### src/design/port4_strobe_pkg.sv
// Purpose: Shared constants and types for the four-pin strobe port.
// Assumes: Registers sit on the core's 8-bit special register bus.
// Notes:   Each pin has a 4-bit control field: mode in [3:2], mask in [1:0].
package port4_strobe_pkg;

    // Register addresses on the special register bus
    localparam logic [7:0] ADDR_PIN_DATA     = 8'hA5;
    localparam logic [7:0] ADDR_MODE_CTRL_A  = 8'h92;
    localparam logic [7:0] ADDR_MODE_CTRL_B  = 8'h93;
    localparam logic [7:0] ADDR_PIN0_ADDR_LO = 8'h94;
    localparam logic [7:0] ADDR_PIN0_ADDR_HI = 8'h95;
    localparam logic [7:0] ADDR_PIN1_ADDR_LO = 8'h96;
    localparam logic [7:0] ADDR_PIN1_ADDR_HI = 8'h97;
    localparam logic [7:0] ADDR_PIN2_ADDR_LO = 8'h9A;
    localparam logic [7:0] ADDR_PIN2_ADDR_HI = 8'h9B;
    localparam logic [7:0] ADDR_PIN3_ADDR_LO = 8'h9C;
    localparam logic [7:0] ADDR_PIN3_ADDR_HI = 8'h9D;
    localparam logic [7:0] ADDR_POLARITY     = 8'hAE;

    // Field positions
    localparam int CTRL_FIELD_W  = 4;
    localparam int MODE_LSB      = 2;
    localparam int MASK_LSB      = 0;
    localparam int INVERT_LSB    = 4;
    localparam int REBOOT_PIN    = 3;

    // Values after reset
    localparam logic [3:0] PIN_DATA_RST  = 4'hF;
    localparam logic [7:0] CTRL_RST      = 8'h00;
    localparam logic [7:0] ADDR_BYTE_RST = 8'h00;
    localparam logic [3:0] INVERT_RST    = 4'h0;
    localparam logic [7:0] UNUSED_READ   = 8'hFF;

    // Pin operating modes
    typedef enum logic [1:0] {
        MODE_GPIO   = 2'h0,
        MODE_READ   = 2'h1,
        MODE_WRITE  = 2'h2,
        MODE_RDWR   = 2'h3
    } pin_mode_t;

    // Per-pin strobe configuration
    typedef struct packed {
        pin_mode_t   mode;
        logic [1:0]  mask;
        logic        invert;
        logic [15:0] base;
    } strobe_cfg_t;

    // External data bus access as seen by the comparators
    typedef struct packed {
        logic [15:0] addr;
        logic        rd_n;
        logic        wr_n;
    } ext_access_t;

endpackage

### src/design/port4_strobe.sv
// What this block does
// - Mode zero makes a pin ordinary quasi-bidirectional I/O.
// - Reset leaves every pin in I/O mode with no strobe active.
// - Mode one gives a read strobe on matching external data reads.
// - Mode two gives a write strobe on matching external data writes.
// - Mode three strobes on matching reads or writes.
// - Each pin has a 16-bit comparator from high and low byte registers.
// - Two control registers choose each pin's operating mode.
// - Control field can exclude lowest address lines to cover a block.
// - Strobes are active low; a per-pin invert bit makes them high.
// - Data register writes drive only pins in I/O mode.
// - Pin three doubles as a reboot request from the loader flash.
// - Strobes follow the external data read and write strobes.
//
// Purpose: Four-pin port with address-decoded chip-select strobes.
// Assumes: Core special register bus: address, write pulse, data in and out.
// Notes:   Output enable is low while a pin is driven; high means weak pull-up.
`timescale 1ns/100ps
module port4_strobe #(
    parameter int PINS = 4
) (
    input  wire logic             clk_i,
    input  wire logic             rstn_i,
    // Special register bus
    input  wire logic [7:0]       sfr_addr_i,
    input  wire logic             sfr_wr_i,
    input  wire logic [7:0]       sfr_wdata_i,
    output logic      [7:0]       sfr_rdata_o,
    // External data access from the core
    input  wire logic [15:0]      ext_addr_i,
    input  wire logic             ext_rd_n_i,
    input  wire logic             ext_wr_n_i,
    // Reboot path
    input  wire logic             reboot_enable_i,
    output logic                  reboot_o,
    // Pins
    input  wire logic [PINS-1:0]  pin_i,
    output logic      [PINS-1:0]  pin_o,
    output logic      [PINS-1:0]  pin_oe_n_o
);

    // Register state
    logic [PINS-1:0] pin_data;
    logic [PINS-1:0] next_pin_data;
    logic [7:0]      ctrl_a;
    logic [7:0]      next_ctrl_a;
    logic [7:0]      ctrl_b;
    logic [7:0]      next_ctrl_b;
    logic [7:0]      addr_lo [PINS];
    logic [7:0]      next_addr_lo [PINS];
    logic [7:0]      addr_hi [PINS];
    logic [7:0]      next_addr_hi [PINS];
    logic [PINS-1:0] invert;
    logic [PINS-1:0] next_invert;
    logic            pin3_prev;
    logic            next_pin3_prev;
    logic            reboot_armed;
    logic            next_reboot;

    logic [15:0]     ctrl_all;
    logic [PINS-1:0] strobe;
    logic [PINS-1:0] is_gpio;
    port4_strobe_pkg::ext_access_t acc;
    port4_strobe_pkg::strobe_cfg_t cfg [PINS];

    // Address decode for the per-pin comparator bytes
    function automatic logic [7:0] lo_addr(input int idx);
        logic [7:0] a;
        a = port4_strobe_pkg::ADDR_PIN0_ADDR_LO;
        unique case (idx)
            0: a = port4_strobe_pkg::ADDR_PIN0_ADDR_LO;
            1: a = port4_strobe_pkg::ADDR_PIN1_ADDR_LO;
            2: a = port4_strobe_pkg::ADDR_PIN2_ADDR_LO;
            default: a = port4_strobe_pkg::ADDR_PIN3_ADDR_LO;
        endcase
        return a;
    endfunction

    function automatic logic [7:0] hi_addr(input int idx);
        logic [7:0] a;
        a = port4_strobe_pkg::ADDR_PIN0_ADDR_HI;
        unique case (idx)
            0: a = port4_strobe_pkg::ADDR_PIN0_ADDR_HI;
            1: a = port4_strobe_pkg::ADDR_PIN1_ADDR_HI;
            2: a = port4_strobe_pkg::ADDR_PIN2_ADDR_HI;
            default: a = port4_strobe_pkg::ADDR_PIN3_ADDR_HI;
        endcase
        return a;
    endfunction

    assign ctrl_all = {ctrl_b, ctrl_a};
    assign acc      = '{addr: ext_addr_i, rd_n: ext_rd_n_i, wr_n: ext_wr_n_i};

    // Per-pin configuration and strobe decoders
    genvar g;
    generate
        for (g = 0; g < PINS; g++) begin : gen_pin
            localparam int B = g * port4_strobe_pkg::CTRL_FIELD_W;
            assign cfg[g].mode = port4_strobe_pkg::pin_mode_t'(
                ctrl_all[B + port4_strobe_pkg::MODE_LSB +: 2]);
            assign cfg[g].mask   = ctrl_all[B + port4_strobe_pkg::MASK_LSB +: 2];
            assign cfg[g].invert = invert[g];
            assign cfg[g].base   = {addr_hi[g], addr_lo[g]};
            assign is_gpio[g]    = cfg[g].mode == port4_strobe_pkg::MODE_GPIO;

            pin_strobe_decode u_dec (
                .cfg_i    (cfg[g]),
                .acc_i    (acc),
                .strobe_o (strobe[g]),
                .active_o ()
            );
        end
    endgenerate

    // Register writes
    always_comb begin
        next_pin_data = pin_data;
        next_ctrl_a   = ctrl_a;
        next_ctrl_b   = ctrl_b;
        next_invert   = invert;
        next_addr_lo  = addr_lo;
        next_addr_hi  = addr_hi;
        if (sfr_wr_i) begin
            unique case (sfr_addr_i)
                port4_strobe_pkg::ADDR_PIN_DATA:    next_pin_data = sfr_wdata_i[PINS-1:0];
                port4_strobe_pkg::ADDR_MODE_CTRL_A: next_ctrl_a   = sfr_wdata_i;
                port4_strobe_pkg::ADDR_MODE_CTRL_B: next_ctrl_b   = sfr_wdata_i;
                port4_strobe_pkg::ADDR_POLARITY:
                    next_invert = sfr_wdata_i[port4_strobe_pkg::INVERT_LSB +: PINS];
                default: begin
                end
            endcase
            for (int i = 0; i < PINS; i++) begin
                if (sfr_addr_i == lo_addr(i)) begin
                    next_addr_lo[i] = sfr_wdata_i;
                end
                if (sfr_addr_i == hi_addr(i)) begin
                    next_addr_hi[i] = sfr_wdata_i;
                end
            end
        end
    end

    always_ff @(posedge clk_i) begin
        if (!rstn_i) begin
            pin_data <= port4_strobe_pkg::PIN_DATA_RST;
            ctrl_a   <= port4_strobe_pkg::CTRL_RST;
            ctrl_b   <= port4_strobe_pkg::CTRL_RST;
            invert   <= port4_strobe_pkg::INVERT_RST;
            for (int i = 0; i < PINS; i++) begin
                addr_lo[i] <= port4_strobe_pkg::ADDR_BYTE_RST;
                addr_hi[i] <= port4_strobe_pkg::ADDR_BYTE_RST;
            end
        end else begin
            pin_data <= next_pin_data;
            ctrl_a   <= next_ctrl_a;
            ctrl_b   <= next_ctrl_b;
            invert   <= next_invert;
            addr_lo  <= next_addr_lo;
            addr_hi  <= next_addr_hi;
        end
    end

    // Register read mux; unimplemented bits read high
    always_comb begin
        sfr_rdata_o = port4_strobe_pkg::UNUSED_READ;
        unique case (sfr_addr_i)
            port4_strobe_pkg::ADDR_PIN_DATA:    sfr_rdata_o[PINS-1:0] = pin_i;
            port4_strobe_pkg::ADDR_MODE_CTRL_A: sfr_rdata_o = ctrl_a;
            port4_strobe_pkg::ADDR_MODE_CTRL_B: sfr_rdata_o = ctrl_b;
            port4_strobe_pkg::ADDR_POLARITY:
                sfr_rdata_o[port4_strobe_pkg::INVERT_LSB +: PINS] = invert;
            default: begin
            end
        endcase
        for (int i = 0; i < PINS; i++) begin
            if (sfr_addr_i == lo_addr(i)) begin
                sfr_rdata_o = addr_lo[i];
            end
            if (sfr_addr_i == hi_addr(i)) begin
                sfr_rdata_o = addr_hi[i];
            end
        end
    end

    // Pin drive: quasi-bidirectional in I/O mode, strong drive as strobe
    always_comb begin
        for (int i = 0; i < PINS; i++) begin
            if (is_gpio[i]) begin
                pin_o[i]      = pin_data[i];
                pin_oe_n_o[i] = pin_data[i];
            end else begin
                // Latch stays stored but does not reach a strobe pin
                pin_o[i]      = strobe[i];
                pin_oe_n_o[i] = 1'b0;
            end
        end
    end

    // Reboot request on a falling edge of pin three while it is a released input
    // Arming needs a set latch bit, so a low the port drives itself never reboots
    always_comb begin
        next_pin3_prev = pin_i[port4_strobe_pkg::REBOOT_PIN];
        reboot_armed   = reboot_enable_i
                         & is_gpio[port4_strobe_pkg::REBOOT_PIN]
                         & pin_data[port4_strobe_pkg::REBOOT_PIN];
        next_reboot    = reboot_armed & pin3_prev & ~next_pin3_prev;
    end

    // Edge history starts at the pull-up level, so reset gives no false edge
    always_ff @(posedge clk_i) begin
        if (!rstn_i) begin
            pin3_prev <= 1'b1;
            reboot_o  <= 1'b0;
        end else begin
            pin3_prev <= next_pin3_prev;
            reboot_o  <= next_reboot;
        end
    end

endmodule

### src/design/pin_strobe_decode.sv
// Purpose: One pin's address comparator and strobe generator.
// Assumes: Access strobes are active low and address is stable under them.
// Notes:   Output level is combinational so it tracks the access strobes.
`timescale 1ns/100ps
module pin_strobe_decode (
    input  wire port4_strobe_pkg::strobe_cfg_t cfg_i,
    input  wire port4_strobe_pkg::ext_access_t acc_i,
    output logic                               strobe_o,
    output logic                               active_o
);

    // Mask code n drops the lowest address lines from the compare
    function automatic logic [15:0] low_mask(input logic [1:0] code);
        logic [15:0] m;
        m = 16'hFFFF;
        unique case (code)
            2'h0: m = 16'hFFFF;
            2'h1: m = 16'hFFFE;
            2'h2: m = 16'hFFFC;
            2'h3: m = 16'hFFF8;
        endcase
        return m;
    endfunction

    logic        hit;
    logic        rd_act;
    logic        wr_act;
    logic [15:0] m;

    // Compare, qualify by access type, then apply polarity
    always_comb begin
        m      = low_mask(cfg_i.mask);
        hit    = ((acc_i.addr ^ cfg_i.base) & m) == 16'h0000;
        rd_act = ~acc_i.rd_n;
        wr_act = ~acc_i.wr_n;
        active_o = 1'b0;
        unique case (cfg_i.mode)
            port4_strobe_pkg::MODE_GPIO:  active_o = 1'b0;
            port4_strobe_pkg::MODE_READ:  active_o = hit & rd_act;
            port4_strobe_pkg::MODE_WRITE: active_o = hit & wr_act;
            port4_strobe_pkg::MODE_RDWR:  active_o = hit & (rd_act | wr_act);
        endcase
        // Idle level is high unless inverted; mismatch keeps idle
        strobe_o = active_o ^ ~cfg_i.invert;
    end

endmodule

### config.mk
export PLATFORM = sky130hd
export DESIGN_NAME = port4_strobe
export DESIGN_NICKNAME = d
export VERILOG_FILES = /design/src/design/port4_strobe_pkg.sv /design/src/design/port4_strobe.sv /design/src/design/pin_strobe_decode.sv
export SDC_FILE = /design/constraint.sdc
export NUM_CORES = 1
export LEC_CHECK = 0
export BUFFER_PORTS_ARGS = -buffer_cell sky130_fd_sc_hd__buf_2
export CAP_MARGIN = 20
export CORE_MARGIN = 1.5
export CORE_UTILIZATION = 60
export CTS_CLUSTER_SIZE = 14
export DETAILED_ROUTE_END_ITERATION = 10
export GPL_TIMING_DRIVEN = 1
export PLACE_DENSITY = 0.81
export RECOVER_POWER = 50
export SLEW_MARGIN = 0
export SYNTH_ARGS = -nofsm -noshare
export SYNTH_HDL_FRONTEND = slang
export SYNTH_SLANG_ARGS = --single-unit
### constraint.sdc
create_clock -name clk_i -period 1.7 [get_ports clk_i]
set_clock_uncertainty 0.15 [all_clocks]
set_input_delay 0 -clock clk_i [delete_from_list [all_inputs] [get_ports clk_i]]
set_output_delay 0 -clock clk_i [all_outputs]
set_load 0.005 [all_outputs]
* Word level (Yosys, flattened, before mapping)
Cells that the tools add are included.
** Operators by class
- Add/sub/neg operators :: 0
- $mul :: 0
- Div/mod/pow operators :: 0
- $lt $le $gt $ge :: 0
- Equal/unequal tests :: 44
- Shift operators :: 0
- Mux-type cells :: 34
- Bitwise logic cells :: 36
- Reduce and logical (&&, ||, !) cells :: 24
** Operators by type and width (number)
- $pmux 16 s4 :: 4
- $mux 8 :: 16
- $eq 8x8->1 const B :: 12
- $and 16x16->16 :: 4
- $eq 8x8->1 :: 8
- $logic_not 16->1 :: 4
- $xor 16x16->16 :: 4
- $eq 2x2->1 const B :: 16
- $pmux 4 s3 :: 2
- $reduce_and 2->1 :: 12
- $and 1x1->1 :: 16
- $eq 2x1->1 const B :: 8
- $logic_not 2->1 :: 8
- $pmux 1 s4 :: 4
- $mux 1 :: 8
- $not 1->1 :: 7
- $xor 1x1->1 :: 4
- $or 1x1->1 :: 1
** Storage, ports and cells
- Flip-flop bits (word level) :: 90
- Bits in latches :: 0
- RAM bits :: 0
- Bits in read-only memories :: 0
- Bits of input ports :: 42
- Output and inout bits :: 17
- Memories :: 0

* Logic depth before layout (Yosys ltp)
Gate-level depths: netlist of the first run.
- Depth after elaboration :: 10
- Mapped depth :: 8
- Depth with buffers taken out :: 5

* Modules after synthesis
A second synthesis of the first run with hierarchy kept.
** Second synthesis, totals
- Cells, all modules :: 670
- Area total of the unflattened synthesis :: 5576.6 um^2
** Modules (own cells, without submodules)
- port4_strobe :: instances 1, cells an instance 554, area each 4675.7 um^2
- pin_strobe_decode :: instances 4, cells an instance 29, area each 225.2 um^2

* Worst setup path before layout of the first run
Ideal clock, no wire load.
- Path kind :: flip-flop to output port
- Start :: register ctrl_b[3]
- End :: output port sfr_rdata_o[3]
- Arrival time :: 1.386 ns
- Required time :: 1.550 ns
- Path slack :: 0.164 ns
- Cell stages (with the launch flop) :: 6
- Cells stage by stage :: dfxtp_1 a22o_1 a2111oi_2 nand3_1 a31o_1 a32o_1
** Between the ends
- Longest elaborated chain between the ends :: 9
** Ends and longest elaborated chain
- start: declaration :: line port4_strobe.sv:47 : logic [7:0] ctrl_b;
- start signal: assignment :: line port4_strobe.sv:148 : ctrl_b <= port4_strobe_pkg::CTRL_RST;
- start signal: assignment :: line port4_strobe.sv:157 : ctrl_b <= next_ctrl_b;
- $pmux 4 s3 :: line port4_strobe.sv:167 : unique case (sfr_addr_i)
- $mux 8 :: line port4_strobe.sv:177 : if (sfr_addr_i == lo_addr(i)) begin
- $mux 8 :: line port4_strobe.sv:180 : if (sfr_addr_i == hi_addr(i)) begin
- $mux 8 :: line port4_strobe.sv:177
- $mux 8 :: line port4_strobe.sv:180
- $mux 8 :: line port4_strobe.sv:177
- $mux 8 :: line port4_strobe.sv:180
- $mux 8 :: line port4_strobe.sv:177
- $mux 8 :: line port4_strobe.sv:180
- end: declaration :: line port4_strobe.sv:28 : output logic [7:0] sfr_rdata_o,
Every way passes these cells.

* Worst setup path in the final report of the first run
- Start :: input port sfr_addr_i[2]
- End :: output port sfr_rdata_o[2]
** Between the ends
- Longest elaborated chain between the ends :: 10
** Ends and longest elaborated chain
- start: declaration :: line port4_strobe.sv:25 : input wire logic [7:0] sfr_addr_i,
- $eq 8x8->1 :: line port4_strobe.sv:167
- $pmux 4 s3 :: line port4_strobe.sv:167
- $mux 8 :: line port4_strobe.sv:177
- $mux 8 :: line port4_strobe.sv:180
- $mux 8 :: line port4_strobe.sv:177
- $mux 8 :: line port4_strobe.sv:180
- $mux 8 :: line port4_strobe.sv:177
- $mux 8 :: line port4_strobe.sv:180
- $mux 8 :: line port4_strobe.sv:177
- $mux 8 (*) :: line port4_strobe.sv:180
Mark *: on every way between the ends. The rest lies on a longest branch, timed or not.

==> results of run 1 <==
-- power breakdown --
group	internal (mW)	switching [mW]	leakage [nW]
combinational	0.266	0.382	1.94
sequential	2.11	0.00363	0.738
clock	0.828	0.801	0.110
total	3.20	1.19	2.79
-- Yosys cell counts, types with 3 or more instances --
cell type  instances  area, um^2
dfxtp_1           90        1802
mux2i_1           89       890.9
nor2b_1           76       475.5
nand2_1           49       183.9
xnor2_1           41       359.1
clkbuf_1          28       105.1
nor2_1            25       93.84
a21oi_1           24       120.1
xor2_1            24       210.2
o21ai_0           21       105.1
nand3_1           19       95.09
a21boi_0          15       112.6
o22ai_1           13       81.33
buf_2             12       60.06
nor4_1             9       56.30
inv_1              8       30.03
nand2b_1           8       50.05
nor3_1             8       40.04
nand4_1            5       31.28
o21a_1             5       37.54
a21o_1             4       30.03
nand3b_1           4       30.03
nor2_4             4       45.04
o2111ai_1          4       35.03
a221oi_1           3       26.28
a22oi_1            3       22.52
a2bb2oi_1          3       26.28
and2_1             3       18.77
and3_1             3       18.77
buf_4              3       22.52
mux2_2             3       33.78
o31ai_1            3       22.52
-- routing by layer --
layer  track usage  routed length, um
met3       0.06685               1656
met5             0                  0
met2        0.6719               9256
met4        0.1842                899
met1        0.5278               8186
-- critical path, stage by stage --
cell	delay, ps
clkbuf_2	180
nor2b_1	190
clkbuf_1	290
clkbuf_1	300
a21oi_1	130
o22ai_1	250
a311oi_2	170
a221oi_1	230
buf_2	160
-- cell type report --
cell class,instances,share of cell area
multi-input cells,507,0.5309
inverters,8,0.004222
well taps,111,0.01953
clock inverters,6,0.01284
clock buffers,9,0.01741
repair buffers,156,0.1569
flip-flops and latches,90,0.2582
-- flip-flops by register name (all words and copies together) (netlist names) --
register and cells:
reboot_o 1, ctrl_a 8, invert 4, ctrl_b 8, pin3_prev 1, addr_hi 32, pin_data 4, addr_lo 32
-- how the worst max path moves through the flow --
stage,from,endpoint,slack (ps),cells after the start
after floorplan,ctrl_b[3],sfr_rdata_o[3],160,5
after global placement,sfr_addr_i[2],sfr_rdata_o[6],-130,9
after detailed placement,sfr_addr_i[2],addr_hi[15],-80,9
after CTS,ctrl_b[3],sfr_rdata_o[3],-370,6
after global routing,ctrl_b[3],sfr_rdata_o[3],-440,6
final,sfr_addr_i[2],sfr_rdata_o[2],-360,9
-- cell families (layout without fill, tap and decap cells) --
group	count (synthesis)	count (layout)
AOI/OAI and AO/OA	119	119
buffers and inverters	54	179
and+or+nand+nor	231	231
xor gates and xnor gates	65	65
DFF	90	90
muxes	92	92
-- timing repair --
action                     CTS  global route
hold buffers                12             0
setup endpoints to repair   11            12
gates resized for setup     37            22
hold endpoints to repair    88             0
pin swaps                   17            10
setup buffers                2             0
==> flow_summary.ini, run 1 <==
[min_path]
hold_depth = 5
min_path_type = in -> reg
worstHoldEndpoint = pin_data[1]
hp-start = sfr_wr_i

[routing]
drt_wl_total_um = 20000
routed_via_density = 6.289
vias = 5578
firstDrtPassIters = 5
drc = 0
detail_route.wl_per_cell_um = 22.54
detail-route-antenna-nets = 0
drt-initial-drc-count = 480

[yosys]
synth_edf_count = 0
yosysUniqueCellTypes = 60
ys.flop_type = dfxtp_1
synth_top_family_by_area = simple AND/OR/NAND/NOR gates
synthCells = 651
synth-seq-cells = 90
synth_xor_area_frac = 0.1006
syn-num-nets = 693
yosys.area_share.simple = 0.2331
ys_warn_count = 0
synthAdderAreaFrac = 0
synth_area_mm2 = 0.005657
async_flop_share = 0
syn_area_per_cell_um2 = 8.689
synth_compound_area_frac = 0.1424
synthMuxAreaShare = 0.1635
ys_seq_area_frac = 0.3185

[place]
dp_hpwl_um = 14790
port_buffers = 58
place_area_mm2 = 0.006610
dp.cells = 858
dpl_worst_slack_ps = -78.10
gp_congestion = 1.017

[cells_and_area]
final_area_mm2 = 0.007113
drive_gt1_frac = 0.2771
n_antenna_cell = 0
multi_input_area_mm2 = 0.003776
area_delta_synth_final_pct = 25.75
final_common_cell = mux2i_1
final_cell_mix = mux2i_1 (88), nor2b_1 (75), buf_4 (70), dfxtp_1 (66), buf_2 (54)
fill_cells = 703
final_util = 0.7735
final_cells = 887
nNetsFinal = 814
regArea_mm2 = 0.001837

[floorplan]
die_y_um = 100.1
initial_core_util = 0.6151
io-pin-count = 59
die_area_mm2 = 0.01002
die_w_um = 100.1
coreArea_mm2 = 0.009196
fp-row-count = 35

[timing]
final.setup.tns_ps = -2624
max_freq_ghz = 0.4859
worst_pin_slew_ps = 512.0
setup_viol = 12
timing.hold.ws_ps = 115.4
period_needed_ps = 2058
timing.slew.headroom = 0.6577
hold_viol = 0
slew_viol_final = 0
grt_setup_unrepaired = yes
fin_crit_sh = 1.211
final.setup.worst_slack_ps = -358.2

[global_routing]
grtUsageTotal = 0.4086
antenna_found_initial = 0
grt_pass1_vias = 5465
grt_pass1_wl_um = 30620
grt_max_degree = 57
grt_overflow_total = 0

[critical_path]
cp.required_ps = 1550
endpoint_kind = output port
critPathLaunchType = input pin
ff2ff_path_depth = 3
r2r_slack_ps = 640
critPathKind = in -> out
crit_arrival_ps = 1910
worstPathMaxFanout = 6
reg2reg_from = ctrl_b[7]
r2r-end = reboot_o

[clocking]
cts_root_buf = clkbuf_8
htree_levels = 3
tritoncts = yes
cts.path.max_buffers = 2
cts.sinks = 90
path_clk_slew_ps = 100
clk_latency_ps = 360
numCtsBuffers = 9

[outcome]
violations = negative setup slack
status = finished, violations left

[job]
maxCapViolCount = 0

[pwr]
ir_drop_mv = 0.6322
power_density_mw_per_mm2 = 616.8
p_leak_nw = 2.788
power_mw = 4.387
No activity file was read; power rests on OpenSTA's default activity.
==> run 2: changes to the inputs <==
--- a/config.mk
+++ b/config.mk
@@ -7,12 +7,12 @@
 export LEC_CHECK = 0
 export BUFFER_PORTS_ARGS = -buffer_cell sky130_fd_sc_hd__buf_2
 export CAP_MARGIN = 20
+export CORE_ASPECT_RATIO = 0.9
 export CORE_MARGIN = 1.5
-export CORE_UTILIZATION = 60
+export CORE_UTILIZATION = 30
 export CTS_CLUSTER_SIZE = 14
 export DETAILED_ROUTE_END_ITERATION = 10
 export GPL_TIMING_DRIVEN = 1
-export PLACE_DENSITY = 0.81
 export RECOVER_POWER = 50
 export SLEW_MARGIN = 0
 export SYNTH_ARGS = -nofsm -noshare
==> flow_summary.ini, run 2 (same netlist as run 1, synthesis figures left out) <==
[critical_path]
crit_arrival_ps = 1880
endpoint_kind = output port
critPathLaunchType = flip-flop
slowest_delay_ps = 330
crit_chain = xor2_1, nor4_2, buf_4, o2111ai_4, mux2i_1, nand3_1, buf_2
critPathKind = reg -> out
cp_slowest_cell = nor4_2
cp.required_ps = 1550
worstPathMaxFanout = 2

[place]
port_buffers = 58
gp_congestion = 0.9942
place_area_mm2 = 0.006948
dp_hpwl_um = 15790
dpl_worst_slack_ps = -113.7

[global_routing]
grt_overflow_total = 0
grt_pass1_wl_um = 31400
grt_pass1_vias = 5203
antenna_found_initial = 0
grt_max_degree = 51
grtUsageTotal = 0.2162

[cells_and_area]
biggestRegsByFlops = addr_hi x32, addr_lo x32
area_delta_synth_final_pct = 33.24
drive_gt1_frac = 0.2957
final_cell_mix = mux2i_1 (87), buf_4 (86), nor2b_1 (76), dfxtp_1 (71), buf_2 (56)
final_common_cell = mux2i_1
nNetsFinal = 836
fill_cells = 1877
final_area_mm2 = 0.007537

[pwr]
internal_power_mw = 3.538
ir_drop_mv = 0.4535
p_leak_nw = 2.945
p_comb_frac = 0.142
switching_share = 0.2589
power_density_mw_per_mm2 = 633.5
power_mw = 4.775
switching_power_mw = 1.236
p_seq_frac = 0.443
clkPwrFrac = 0.415

[timing]
setup_viol = 15
final.setup.worst_slack_ps = -331.2
max_freq_ghz = 0.4923
fin_crit_sh = 1.195
timing.slew.headroom = 0.6883
slew_viol_final = 0
period_needed_ps = 2031
final.setup.tns_ps = -2904
hold_viol = 0
grt_setup_unrepaired = yes
worst_pin_slew_ps = 467.6

[clocking]
clk_latency_ps = 350
cts.path.max_buffers = 2
tritoncts = yes
numCtsBuffers = 9
cts.sinks = 90
cts_root_buf = clkbuf_16
path_clk_slew_ps = 60
htree_levels = 3

[min_path]
min_path_type = in -> reg

[outcome]
status = finished, violations left
violations = negative setup slack

[routing]
drc = 0
routed_via_density = 5.096
drt-initial-drc-count = 486
vias = 5320
detail-route-antenna-nets = 0
detail_route.wl_per_cell_um = 19.90
drt_wl_total_um = 20780
firstDrtPassIters = 8

[floorplan]
die_w_um = 147.7
die_area_mm2 = 0.01969
coreArea_mm2 = 0.01841
io-pin-count = 59
die_y_um = 133.3
fp-row-count = 47
initial_core_util = 0.3073

[job]
maxCapViolCount = 0
-- run 2: changes by cell type in the layout (fill, tap and decap cells not counted), moves of 2 or more --
cell / before / now
buf_4: 70 / 86
buf_2: 54 / 56
dfxtp_1: 66 / 71
dlygate4sd3_1: 12 / 14
clkinv_4: 2 / 0
nor2_1: 26 / 29
clkbuf_2: 4 / 7
clkbuf_8: 9 / 4
bufinv_16: 2 / 0
clkbuf_16: 0 / 9
nor2_4: 4 / 1
dfxtp_2: 22 / 18
-- run 2: worst max-delay path, delay by kind of cell (launching register included) --
| family | cells | cell delay (ps) |
|---|---|---|
| compound gates | 1 | 100 |
| mux | 1 | 160 |
| xor+xnor | 1 | 160 |
| flops | 1 | 320 |
| buf+inv | 2 | 340 |
| simple gates | 2 | 430 |
-- run 2: path summary, 6_finish.rpt --
kind / startpoint / endpoint / slack (ps) / depth (start not counted)
worst min register to register: pin_data[0] / pin_data[0] / 320 / 2
worst max register to register: ctrl_b[7] / reboot_o / 190 / 4
worst max-delay path: addr_lo[14] / pin_o[2] / -330 / 7
worst min-delay path: sfr_wr_i / addr_hi[27] / 120 / 5
-- run 2: routing by layer --
metal  vias up  part of all wire  global-route usage
li1       2570                 -                   -
met1      2512              0.48              0.3100
met2       197              0.42              0.3152
met3        41             0.064             0.04486
met4         0             0.035             0.08278
met5         -                 0                   0
-- run 2: metrics by stage --
step | utilization | instances | hold slack [ps]
4_1_cts | 0.4096 | 1041 | 94.38
6_report | 0.4095 | 1044 | 123.1
2_1_floorplan | - | 651 | -54.43
3_5_place_dp | 0.3775 | 1013 | 83.55
5_1_grt | 0.4094 | 1043 | 133.9
3_3_place_gp | 0.3775 | 1013 | 79.54
-- run 2: power by group through the flow --
stage / sequential (mW) / clock (mW) / combinational (mW)
final: 2.11 / 1.98 / 0.677
after global routing: 2.11 / 2.10 / 0.711
after CTS: 2.12 / 2.01 / 0.662
after detailed placement: 2.16 / 0 / 0.619
after global placement: 2.16 / 0 / 0.621
after floorplan: 2.16 / 0 / 0.321
-- run 2: repair_timing --
| item | in CTS | in global routing |
|---|---|---|
| pin swaps | 27 | 18 |
| setup endpoints to repair | 11 | 14 |
| setup buffers | 1 | 2 |
| hold endpoints to repair | 78 | 0 |
| gates resized for setup | 43 | 21 |
| hold buffers | 14 | 0 |
-- run 2: area by class of cell --
| type | instances | area, um^2 | share of cell area |
|---|---|---|---|
| Tap cell | 245 | 306.5 | 0.04067 |
| Clock buffer | 13 | 280.3 | 0.03718 |
| Antenna cell | 1 | 2.502 | 0.0003320 |
| Inverter | 8 | 30.03 | 0.003984 |
| Timing Repair Buffer | 178 | 1277 | 0.1695 |
| Sequential cell | 90 | 1828 | 0.2425 |
| Multi-Input combinational cell | 507 | 3802 | 0.5045 |
| Clock inverter | 2 | 10.01 | 0.001328 |
